**config.mk**
```make
export PLATFORM = sky130hd
export DESIGN_NAME = dmx_exec
export DESIGN_NICKNAME = d
export VERILOG_FILES = /design/src/design/dmx_pkg.sv /design/src/design/dmx_addr_if.sv /design/src/design/dmx_addr.sv /design/src/design/dmx_exec.sv
export SDC_FILE = /design/constraint.sdc
export NUM_CORES = 1
export LEC_CHECK = 0
export ABC_AREA = 1
export CAP_MARGIN = 10
export CORE_ASPECT_RATIO = 0.6
export CORE_MARGIN = 1
export CORE_UTILIZATION = 55
export DETAILED_ROUTE_END_ITERATION = 12
export DONT_BUFFER_PORTS = 1
export GPL_ROUTABILITY_DRIVEN = 0
export GPL_TIMING_DRIVEN = 0
export PLACE_DENSITY = 0.76
export SYNTH_ARGS = -nofsm -noshare
export SYNTH_HDL_FRONTEND = slang
export SYNTH_HIERARCHICAL = 1
export SYNTH_SLANG_ARGS = --single-unit
```
**constraint.sdc**
```tcl
create_clock -name mclk -period 2.3 [get_ports mclk]
set_input_delay 0.69 -clock mclk [delete_from_list [all_inputs] [get_ports mclk]]
set_output_delay 0.69 -clock mclk [all_outputs]
set_load 0.03 [all_outputs]
```
**src/design/dmx_pkg.sv**
```systemverilog
/*
 * dmx_pkg: opcodes, field positions, address constants and states for
 * the data-move instruction executer.
 * Assumes one instruction cycle per mclk edge and a 14-bit data space.
 */
package dmx_pkg;

  // ----------------------------------------------------------------
  // widths
  // ----------------------------------------------------------------
  localparam int DMX_IW = 16;   // program word
  localparam int DMX_AW = 14;   // data address, 0 to 16383
  localparam int DMX_DW = 8;    // data byte
  localparam int DMX_BW = 6;    // live bank select bits

  // ----------------------------------------------------------------
  // opcode prefixes
  // ----------------------------------------------------------------
  localparam logic [11:0] DMX_OP_COPY_W1 = 12'h006; // word 1, low nibble free
  localparam logic [1:0]  DMX_OP_COPY_WN = 2'h3;    // words 2 and 3 prefix
  localparam logic [9:0]  DMX_OP_LDBANK  = 10'h004; // 0000 0001 00kk kkkk
  localparam logic [7:0]  DMX_OP_LDACC   = 8'h0e;   // 0000 1110 kkkk kkkk
  localparam logic [6:0]  DMX_OP_STACC   = 7'h37;   // 0110 111a ffff ffff

  // ----------------------------------------------------------------
  // field positions
  // ----------------------------------------------------------------
  localparam int DMX_ACC_BIT   = 8;                 // access bit of store
  localparam int DMX_COPY_MSB  = 13;                // address field msb

  // ----------------------------------------------------------------
  // addresses and reset values
  // ----------------------------------------------------------------
  localparam logic [7:0]        DMX_IDX_LIMIT = 8'h5f; // indexed if f <= this
  localparam logic [DMX_BW-1:0] DMX_ACC_LOW   = 6'h00; // access bank low part
  localparam logic [DMX_BW-1:0] DMX_ACC_HIGH  = 6'h3f; // access bank sfr part
  localparam logic [DMX_AW-1:0] DMX_ACC_ADDR  = 14'h3fe8; // arbitrary value
  localparam logic [DMX_DW-1:0] DMX_ACC_RST   = 8'h00;
  localparam logic [DMX_DW-1:0] DMX_BANK_RST  = 8'h00;
  localparam logic [1:0]        DMX_BANK_ZERO = 2'h0;  // bank bits 7:6

  // ----------------------------------------------------------------
  // long-range copy sequencer
  // ----------------------------------------------------------------
  typedef enum logic [1:0] {
    DMX_ST_IDLE,
    DMX_ST_SRC,
    DMX_ST_DST
  } dmx_state_t;

endpackage : dmx_pkg

```
**src/design/dmx_addr_if.sv**
```systemverilog
/*
 * dmx_addr_if: file-address request from the executer to the address
 * former, and the formed 14-bit address back.
 * Assumes both ends sit on the same clock; the path is combinational.
 */
`timescale 1ns/1ns
interface dmx_addr_if;
  import dmx_pkg::*;

  logic [7:0]        file_addr;   // f field of the store
  logic              access_sel;  // a bit
  logic [DMX_BW-1:0] bank;        // live bank select bits
  logic              ext_en;      // extended set enabled
  logic [DMX_AW-1:0] index_base;  // index pointer for literal offset
  logic [DMX_AW-1:0] data_addr;   // formed address

  modport former (
    input  file_addr, access_sel, bank, ext_en, index_base,
    output data_addr
  );
  modport user (
    output file_addr, access_sel, bank, ext_en, index_base,
    input  data_addr
  );
endinterface : dmx_addr_if

```
**src/design/dmx_addr.sv**
```systemverilog
/*
 * dmx_addr: forms the data address of a banked file access.
 * Assumes the caller registers the result; purely combinational here.
 */
`timescale 1ns/1ns
module dmx_addr
  import dmx_pkg::*;
(
  // address request
  dmx_addr_if.former ai
);

  // ------------------------------------------------------------------
  // address selection
  // ------------------------------------------------------------------
  // indexed mode only for the access bank, low part, extended set on
  always_comb begin
    if (ai.access_sel) begin
      // RQ9 bank from select
      ai.data_addr = {ai.bank, ai.file_addr};
    end else if (ai.ext_en && (ai.file_addr <= DMX_IDX_LIMIT)) begin
      // RQ10 indexed literal offset
      ai.data_addr = DMX_AW'(ai.index_base + {6'h00, ai.file_addr});
    end else if (ai.file_addr <= DMX_IDX_LIMIT) begin
      // RQ9 access bank low
      ai.data_addr = {DMX_ACC_LOW, ai.file_addr};
    end else begin
      ai.data_addr = {DMX_ACC_HIGH, ai.file_addr};  // special registers
    end
  end

endmodule : dmx_addr

```
**src/design/dmx_exec.sv**
```systemverilog
/*
 * dmx_exec: executes long-range copy, load-bank literal, load-accumulator
 * literal and store-accumulator-to-file instructions.
 * Assumes the fetch unit offers one program word per cycle with a valid,
 * and the data memory answers a read combinationally in the same cycle
 * in which the read strobe and address stand.
 */
// Contract
// RQ1: copy any 14-bit source to destination, flags untouched
// RQ2: accumulator allowed as copy source or destination
// RQ3: software never targets counter-low or stack-top bytes
// RQ4: copy is three words; read second, write third
// RQ5: load-bank writes six-bit literal, flags untouched
// RQ6: bank select bits seven and six stay zero
// RQ7: 0000 1110 literal loads accumulator, flags untouched
// RQ8: store accumulator into addressed bank byte, flags untouched
// RQ9: access bit zero access bank, one bank select
// RQ10: access zero, extended, f<=95 uses indexed offset
`timescale 1ns/1ns
module dmx_exec
  import dmx_pkg::*;
(
  // clock and reset
  input  wire logic              mclk,
  input  wire logic              sys_rst,
  // program words from fetch
  input  wire logic              instr_valid,
  input  wire logic [DMX_IW-1:0] instr_word,
  // core configuration
  input  wire logic              ext_set_en,
  input  wire logic [DMX_AW-1:0] index_base,
  // data memory read
  output logic                   mem_rd_en,
  output logic      [DMX_AW-1:0] mem_rd_addr,
  input  wire logic [DMX_DW-1:0] mem_rd_data,
  // data memory write
  output logic                   mem_wr_en,
  output logic      [DMX_AW-1:0] mem_wr_addr,
  output logic      [DMX_DW-1:0] mem_wr_data,
  // core registers
  output logic      [DMX_DW-1:0] acc,
  output logic      [DMX_DW-1:0] bank_select_reg,
  output logic                   status_wr,
  output logic                   copy_busy
);

  // ------------------------------------------------------------------
  // decode
  // ------------------------------------------------------------------
  dmx_state_t        state;
  logic              is_copy;
  logic              is_ldbank;
  logic              is_ldacc;
  logic              is_stacc;
  logic              word_ok;
  logic [DMX_AW-1:0] op_addr;
  logic              src_is_acc;
  logic [DMX_DW-1:0] copy_byte;
  logic [DMX_DW-1:0] src_byte;

  dmx_addr_if ai ();

  // new instructions are only decoded in the idle state, never between copy words
  assign word_ok   = instr_valid && (state == DMX_ST_IDLE);
  assign is_copy   = word_ok && (instr_word[15:4] == DMX_OP_COPY_W1);
  assign is_ldbank = word_ok && (instr_word[15:6] == DMX_OP_LDBANK);
  // RQ7 load-accumulator decode
  assign is_ldacc  = word_ok && (instr_word[15:8] == DMX_OP_LDACC);
  assign is_stacc  = word_ok && (instr_word[15:9] == DMX_OP_STACC);
  assign op_addr   = instr_word[DMX_COPY_MSB:0];

  // address former for the banked store
  assign ai.file_addr  = instr_word[7:0];
  assign ai.access_sel = instr_word[DMX_ACC_BIT];
  assign ai.bank       = bank_select_reg[DMX_BW-1:0];
  assign ai.ext_en     = ext_set_en;
  assign ai.index_base = index_base;

  dmx_addr u_addr (
    .ai (ai)
  );

  // RQ2 accumulator as copy source; held byte covers a gap before word 3
  assign copy_byte = src_is_acc ? acc :
                     (mem_rd_en ? mem_rd_data : src_byte);

  // ------------------------------------------------------------------
  // long-range copy sequencer
  // ------------------------------------------------------------------
  // RQ4 three word sequence
  always_ff @(posedge mclk or posedge sys_rst) begin
    if (sys_rst) begin
      state <= DMX_ST_IDLE;
    end else begin
      unique case (state)
        DMX_ST_IDLE: begin
          if (is_copy) begin
            state <= DMX_ST_SRC;
          end
        end
        DMX_ST_SRC: begin
          if (instr_valid) begin
            state <= DMX_ST_DST;
          end
        end
        DMX_ST_DST: begin
          if (instr_valid) begin
            state <= DMX_ST_IDLE;
          end
        end
        default: state <= DMX_ST_IDLE;  // unused code recovers
      endcase
    end
  end

  // busy flag, kept beside the sequencer for the fetch unit
  always_ff @(posedge mclk or posedge sys_rst) begin
    if (sys_rst) begin
      copy_busy <= 1'b0;
    end else if (is_copy) begin
      copy_busy <= 1'b1;
    end else if ((state == DMX_ST_DST) && instr_valid) begin
      copy_busy <= 1'b0;
    end
  end

  // ------------------------------------------------------------------
  // source read
  // ------------------------------------------------------------------
  // RQ4 read on second word
  always_ff @(posedge mclk or posedge sys_rst) begin
    if (sys_rst) begin
      mem_rd_en   <= 1'b0;
      mem_rd_addr <= '0;
      src_is_acc  <= 1'b0;
      src_byte    <= '0;
    end else begin
      mem_rd_en <= (state == DMX_ST_SRC) && instr_valid;
      // memory data only stands with the strobe; keep it for word 3
      if (mem_rd_en) begin
        src_byte <= mem_rd_data;
      end
      if ((state == DMX_ST_SRC) && instr_valid) begin
        mem_rd_addr <= op_addr;
        src_is_acc  <= (op_addr == DMX_ACC_ADDR);
      end
    end
  end

  // ------------------------------------------------------------------
  // data memory write
  // ------------------------------------------------------------------
  // a copy into the accumulator goes to the register, not memory
  always_ff @(posedge mclk or posedge sys_rst) begin
    if (sys_rst) begin
      mem_wr_en   <= 1'b0;
      mem_wr_addr <= '0;
      mem_wr_data <= '0;
    end else if ((state == DMX_ST_DST) && instr_valid) begin
      // RQ1 write copied byte
      mem_wr_en   <= (op_addr != DMX_ACC_ADDR);
      mem_wr_addr <= op_addr;
      mem_wr_data <= copy_byte;
    end else if (is_stacc) begin
      // RQ8 store accumulator
      mem_wr_en   <= 1'b1;
      mem_wr_addr <= ai.data_addr;
      mem_wr_data <= acc;
    end else begin
      mem_wr_en <= 1'b0;
    end
  end

  // ------------------------------------------------------------------
  // accumulator
  // ------------------------------------------------------------------
  always_ff @(posedge mclk or posedge sys_rst) begin
    if (sys_rst) begin
      acc <= DMX_ACC_RST;
    end else if (is_ldacc) begin
      acc <= instr_word[7:0];
    end else if ((state == DMX_ST_DST) && instr_valid &&
                 (op_addr == DMX_ACC_ADDR)) begin
      // RQ2 accumulator as destination
      acc <= copy_byte;
    end
  end

  // ------------------------------------------------------------------
  // bank select
  // ------------------------------------------------------------------
  always_ff @(posedge mclk or posedge sys_rst) begin
    if (sys_rst) begin
      bank_select_reg <= DMX_BANK_RST;
    end else if (is_ldbank) begin
      // RQ5 RQ6 literal, top forced
      bank_select_reg <= {DMX_BANK_ZERO, instr_word[DMX_BW-1:0]};
    end
  end

  // ------------------------------------------------------------------
  // status flags
  // ------------------------------------------------------------------
  // none of these instructions touch the flags; the strobe stays low
  always_ff @(posedge mclk or posedge sys_rst) begin
    if (sys_rst) begin
      status_wr <= 1'b0;
    end else begin
      status_wr <= 1'b0;
    end
  end
endmodule : dmx_exec

```
==> results.md, run 1 <==
- Status: finished, final reports clean
- Detail Placement HPWL: 8923 um
- Unrepaired setup endpoints after global routing: false
- Internal power: 2.149 mW
- H-tree levels: 3
- Largest net degree at the start of global routing: 40
- First-pass GRT wire length: 18850 um
- Core box area: 6907 um^2
- Max-slew violations: 0
- Post-CTS setup buffers: 0
- Commonest cells after routing, fill and taps aside: nand2_1, nand3_1, dfrtp_1, inv_1, o21ai_0
- Switch share: 27.65%
- FF+latch count, synth: 64
- Net Sw Power: 821.6 uW
- Synth cell types: 33
- Ant diodes: 0
- Setup violators final: 0
- Die area: 7734 um^2
- Period minus WS final: 2.119 ns
- Least-Margin Pin Slew: 0.8300 ns
- Launching point of the worst reg2reg path: state[0]$_DFFE_PP0P_
- Commonest non-fill, non-tap cell in the layout: nand2_1
- DP Cell Count: 678
- Yosys warns: 6
- Final Skew: 0.005062 ns
- Num CTS Buffers: 9
- Reg2Reg Depth: 5
- I/O pin total: 98
- Cells after Synth: 588
- GR Util All Layers: 32.62%
- Mean Syn Cell Area: 6.899 um^2
- Seq/Total Area, Yosys: 39.48%
- Req. time, crit path: 2.51 ns
- CTS tree: built
- Hold Path Class: in2async
- Die W: 112.9 um
- DR iter-0 viols: 502
- Clk pwr share: 44.4%
- LEAKAGE: 2.462 nW
- CTS root buffer: clkbuf_16
- Initial antenna violation count: 0
- Crit path from: instr_word[0]
- PostCTS Resize Cnt: 0
- Hold Fails Final Rpt: 0
- Remaining global-route overflow: 0
- Routed len/inst: 16.92 um
- PD cells: 662.7 nW/um^2
- Total negative slack: 0 ns
- Max Freq: 471.8 MHz
- Final core utilization: 64.91%
- Routed WL: 11730 um
- Max_slew headroom: 44.37%
- Crit path capture: mem_wr_addr[8]$_DFFE_PP0P_
- Detailed-route via count: 4021
- Port buffer count: 0
- Worst path arrival time: 2.33 ns
- Fill cell count: 613
- Die Span Y: 68.52 um
- Crit. End Element: register
- Layout cells sized above 1: 11.06%
- Max VDD drop: 0.0003977 V
- Crit-path max FO: 6
- Max-Cap Viols: 0
- Final Cycle Share: 92.15%
- Longest Clk Path Bufs: 2
- Drt pass-1 iters: 6
- Drt drc: 0
- Average via count per standard cell: 5.802
- # nets final: 653
- Startpoint types: input port
- Clk_lat worst skew: 0.33 ns
- R2R Setup Slk: 0.53 ns
- WS Path Type: in2reg
- Layout Cells excl Fill: 693
- Clock sink total: 64
- Vias in the first global route: 3720
- Reg-to-reg endpoint: mem_wr_addr[1]$_DFFE_PP0P_
- Combinational power share: 11.1%
- Largest registers: mem_rd_addr (14), mem_wr_addr (14)
- Hold Slack: 0.2935 ns
- Std cell rows: 23
- Synth area leaders: dfrtp_1, nand2_1, nand3_1, inv_1, o21ai_0
- Reg clk slew, reported paths: 0.05 ns
- Synthesized area: 4056 um^2
- Antenna viol nets, final: 0
- Dominant cell type by area after synthesis: dfrtp_1
- P&R area growth vs syn: 10.52%
- Sequential share of power: 44.5%
- Hold-fix buffer count after cts: 0
- Top-area cell type share of the netlist area: 39.48%
- Initial Util: 58.73%
[kinds of logic after synthesis]
group / after synthesis / synth area share [%]
simple gates: 371 / 40.65
buf+inv: 90 / 9.501
compound gates: 51 / 6.879
other cells: 1 / 0.09245
flops: 64 / 39.48
fa+ha+maj: 9 / 2.961
xor+xnor: 2 / 0.4319
[Yosys cell counts (all sizes together)]
master / instances
inv: 70
fa: 1
xnor2: 2
nor3: 4
nor2: 29
buf: 15
a21boi: 1
clkbuf: 5
or2: 1
a21oi: 9
nor4: 1
dfrtp: 64
ha: 8
and2: 9
o21bai: 2
nand3: 86
o22ai: 1
nand4: 2
o21ai: 38
nand2: 239
conb: 1
[power by group through the flow]
stage          clock (mW)  sequential, mW  combinational, mW
4_1_cts              1.32            1.32              0.322
3_3_place_gp            0            1.34              0.303
2_1_floorplan           0            1.32              0.256
5_1_grt              1.36            1.33              0.375
6_report             1.32            1.32              0.329
3_5_place_dp            0            1.34              0.318
[routing by layer]
metal  vias up  wire [um]  global-route usage [%]
met5         -          0                       0
met4         0        104                   6.414
met3        17       1718                   10.84
met2       271       4803                   49.07
met1      1857       5100                   46.26
li1       1876          -                       -
[cell type report]
cell class,instances,area (um^2),area share (%)
inverter,70,262.8,5.861
multi-input combinational,436,2079,46.39
sequential,64,1602,35.72
buffer,20,122.6,2.735
clock buffer,11,242.7,5.414
clock inverter,4,45.04,1.005
tap,87,108.9,2.428
timing repair buffer,1,20.02,0.4466
[critical path, stage by stage]
cell and delay [ns]:
ha_1 0.22, fa_2 0.38, nand3_1 0.11, nand3_2 0.14, and2_1 0.19, nor2_1 0.09, nand2_1 0.06, nand3_1 0.07
nand2_1 0.06, nand2_1 0.06, o21ai_0 0.11, nand2_1 0.10, nand2_1 0.05
[worst min-delay path by stage]
stage | endpoint | slack, ns | cells past startpoint
2_1_floorplan | state[1]$_DFFE_PP0P_ | 0.49 | 2
3_3_place_gp | state[1]$_DFFE_PP0P_ | 0.51 | 2
3_5_place_dp | state[1]$_DFFE_PP0P_ | 0.52 | 2
4_1_cts | mem_rd_en$_DFF_PP0_ | 0.31 | 1
5_1_grt | mem_rd_en$_DFF_PP0_ | 0.34 | 1
6_report | mem_rd_en$_DFF_PP0_ | 0.29 | 1
[per-stage QoR]
step,worst slack (ns),power [mW],cell area [um^2]
after global placement,-0.6338,1.643,4173
final,0.1806,2.971,4483
after CTS,0.1582,2.965,4481
after global routing,0.04008,3.067,4483
after detailed placement,-0.1526,1.658,4193
after floorplan,0.01190,1.581,4064
Power figures use the tool's default switching activity.
==> run 2, diff against run 1 <==
- clock period: 2.3 -> 1.8 ns (I/O delays scaled with it)
==> run 2 against run 1 <==
Against the previous run: the flow now finishes with violations (setup timing); core utilization is 1.9 points higher; setup slack worse by 0.20 ns; total power increased by 31%; register-to-register slack got worse by 0.38 ns; design area grew 3.0%; routed wire length fell by 0.87%; clock-buffer cell count is 2 higher; critical endpoint unchanged; final cell count is 0.29% higher; global-route usage down 0.96 points; highest routed layer unchanged.
==> results.md, run 2 (synthesis gave the netlist of run 1 again) <==
- Status: complete, but fails checks
- Failing checks: setup timing
- Drt pass-1 iters: 5
- Hold Path Class: in2async
- Clock sink total: 64
- Reg clk slew, reported paths: 0.05 ns
- Crit path largest cell delay: 0.39 ns
- LEAKAGE: 2.479 nW
- Die area: 7734 um^2
- Commonest cells after routing, fill and taps aside: nand2_1, nand3_1, dfrtp_1, inv_1, o21ai_0
- Layout cells sized above 1: 13.65%
- Startpoint types: input port
- Reg-to-reg endpoint: mem_wr_addr[9]$_DFFE_PP0P_
- Ant diodes: 0
- Req. time, crit path: 2.01 ns
- Drt drc: 0
- Max-slew violations: 0
- Hold Fails Final Rpt: 0
- CTS root buffer: clkbuf_16
- P&R area growth vs syn: 13.79%
- Setup Slack @ Placement: -0.3864 ns
- Detailed-route via count: 3988
- Final instance area: 4616 um^2
- Longest Clk Path Bufs: 2
- Initial antenna violation count: 0
- Std cell rows: 23
- Die W: 112.9 um
- Hold Slack: 0.1778 ns
- CP delay by family, top: simple AND/OR/NAND/NOR gates
- Period minus WS final: 1.822 ns
- I/O pin total: 98
- Vias in the first global route: 3521
- Largest net degree at the start of global routing: 35
- DR iter-0 viols: 465
- Die Span Y: 68.52 um
- WS Path Type: in2reg
- Routed WL: 11630 um
- Remaining global-route overflow: 0
- Max-Cap Viols: 0
- Detail Placement HPWL: 8701 um
- Slowest CP cell: fa_2
- Final Cycle Share: 101.2%
- Hold-fix buffer count after cts: 0
- H-tree levels: 3
- Max Freq: 548.9 MHz
- Clk_lat worst skew: 0.33 ns
- Average via count per standard cell: 5.738
- Placed inst area: 4219 um^2
- Cells along the critical path: ha_4 -> fa_2 -> nand3_2 -> nand3_4 -> and2_4 -> nor2_2 -> nand2_1 -> nand3_2 -> nand2_1 -> nand2_1 -> o21ai_2 -> nand2_1 -> nand2_1
- Core box area: 6907 um^2
- Worst path arrival time: 2.04 ns
- Worst path buffer plus inverter count: 0
- First-pass GRT wire length: 18200 um
- CTS tree: built
- Routed len/inst: 16.73 um
- Unrepaired setup endpoints after global routing: true
- Antenna viol nets, final: 0
- Max_slew headroom: 55.55%
- Max VDD drop: 0.0005822 V
- Commonest non-fill, non-tap cell in the layout: nand2_1
- Least-Margin Pin Slew: 0.6653 ns
- PD cells: 845.3 nW/um^2
- Largest registers: mem_rd_addr (14), mem_wr_addr (14)
- Setup violators final: 1
- R2R Setup Slk: 0.15 ns
- Final core utilization: 66.83%
- Initial Util: 58.73%
- GR Util All Layers: 31.66%
- Final Worst Setup Slack: -0.02178 ns
- Fill cell count: 602
- CP dominant cell by count: nand2_1
- Num CTS Buffers: 9
- Crit. End Element: register
- Port buffer count: 0
- # nets final: 654
- Reg2Reg Depth: 6
- Final Skew: 0.006127 ns
- Crit-path max FO: 6
- Launching point of the worst reg2reg path: state[0]$_DFFE_PP0P_
==> run 2: cell count changes in the layout (fill, tap and decap cells not counted), sizes merged <==
cell / delta
buf: +1
clkbuf: +2
clkinv: -1
clkinvlp: +1
inv: -1
==> run 2: stage by stage <==
stage / instances / power [mW] / setup TNS [ns]
after floorplan: 590 / 2.025 / -0.2654
after global placement: 677 / 2.107 / -2.007
after detailed placement: 678 / 2.124 / -2.286
after CTS: 694 / 3.868 / -0.003360
after global routing: 695 / 4.027 / -0.1156
final: 695 / 3.902 / -0.02178
==> run 2: worst max-delay path by stage <==
stage / endpoint / cells after the start / from / slack (ns)
floorplan: mem_wr_addr[8]$_DFFE_PP0P_ / 13 / instr_word[0] / -0.15
global placement: mem_wr_addr[8]$_DFFE_PP0P_ / 13 / instr_word[0] / -0.38
detailed placement: mem_wr_addr[8]$_DFFE_PP0P_ / 13 / instr_word[0] / -0.39
CTS: mem_wr_addr[8]$_DFFE_PP0P_ / 13 / instr_word[0] / -0.003
global route: mem_wr_addr[8]$_DFFE_PP0P_ / 13 / instr_word[0] / -0.09
finish: mem_wr_addr[8]$_DFFE_PP0P_ / 13 / instr_word[0] / -0.02
==> run 2: worst reg2reg max path: cells and delay by family, from the launching register on <==
family          cells  cell delay, ns
compound gates      1            0.24
buf+inv             2            0.33
simple gates        3            0.58
flops               1            0.44
==> run 2: routing by layer <==
layer | share of wire [%] | track usage [%] | up-vias
li1 | - | - | 1883
met3 | 14 | 10.23 | 18
met2 | 40 | 45.52 | 227
met5 | 0 | 0 | -
met4 | 0.82 | 6.414 | 0
met1 | 45 | 46.51 | 1860
==> run 2: repair_timing <==
item / CTS / global route
resized for setup: 2 / 17
gates cloned: 0 / 0
setup buffers: 0 / 1
pin swaps: 1 / 5
setup endpoints to repair: 2 / 14
==> run 2: power breakdown <==
| part | leakage, nW | total (mW) | internal, mW | switching [mW] |
|---|---|---|---|---|
| sequential | 0.865 | 1.69 | 1.50 | 0.186 |
| combinational | 1.46 | 0.455 | 0.175 | 0.280 |
| clock | 0.150 | 1.76 | 1.14 | 0.614 |
| total | 2.48 | 3.90 | 2.82 | 1.08 |
==> run 2: area by class of cell <==
class                           count  area [um^2]  area share, %
Tap cell                           87        108.9          2.358
Buffer                             20        122.6          2.657
Clock inverter                      3        40.04         0.8674
Clock buffer                       13        260.3          5.638
Multi-Input combinational cell    436         2188          47.41
Sequential cell                    64         1602          34.70
Inverter                           70        266.5          5.774
Timing Repair Buffer                2        27.53         0.5964
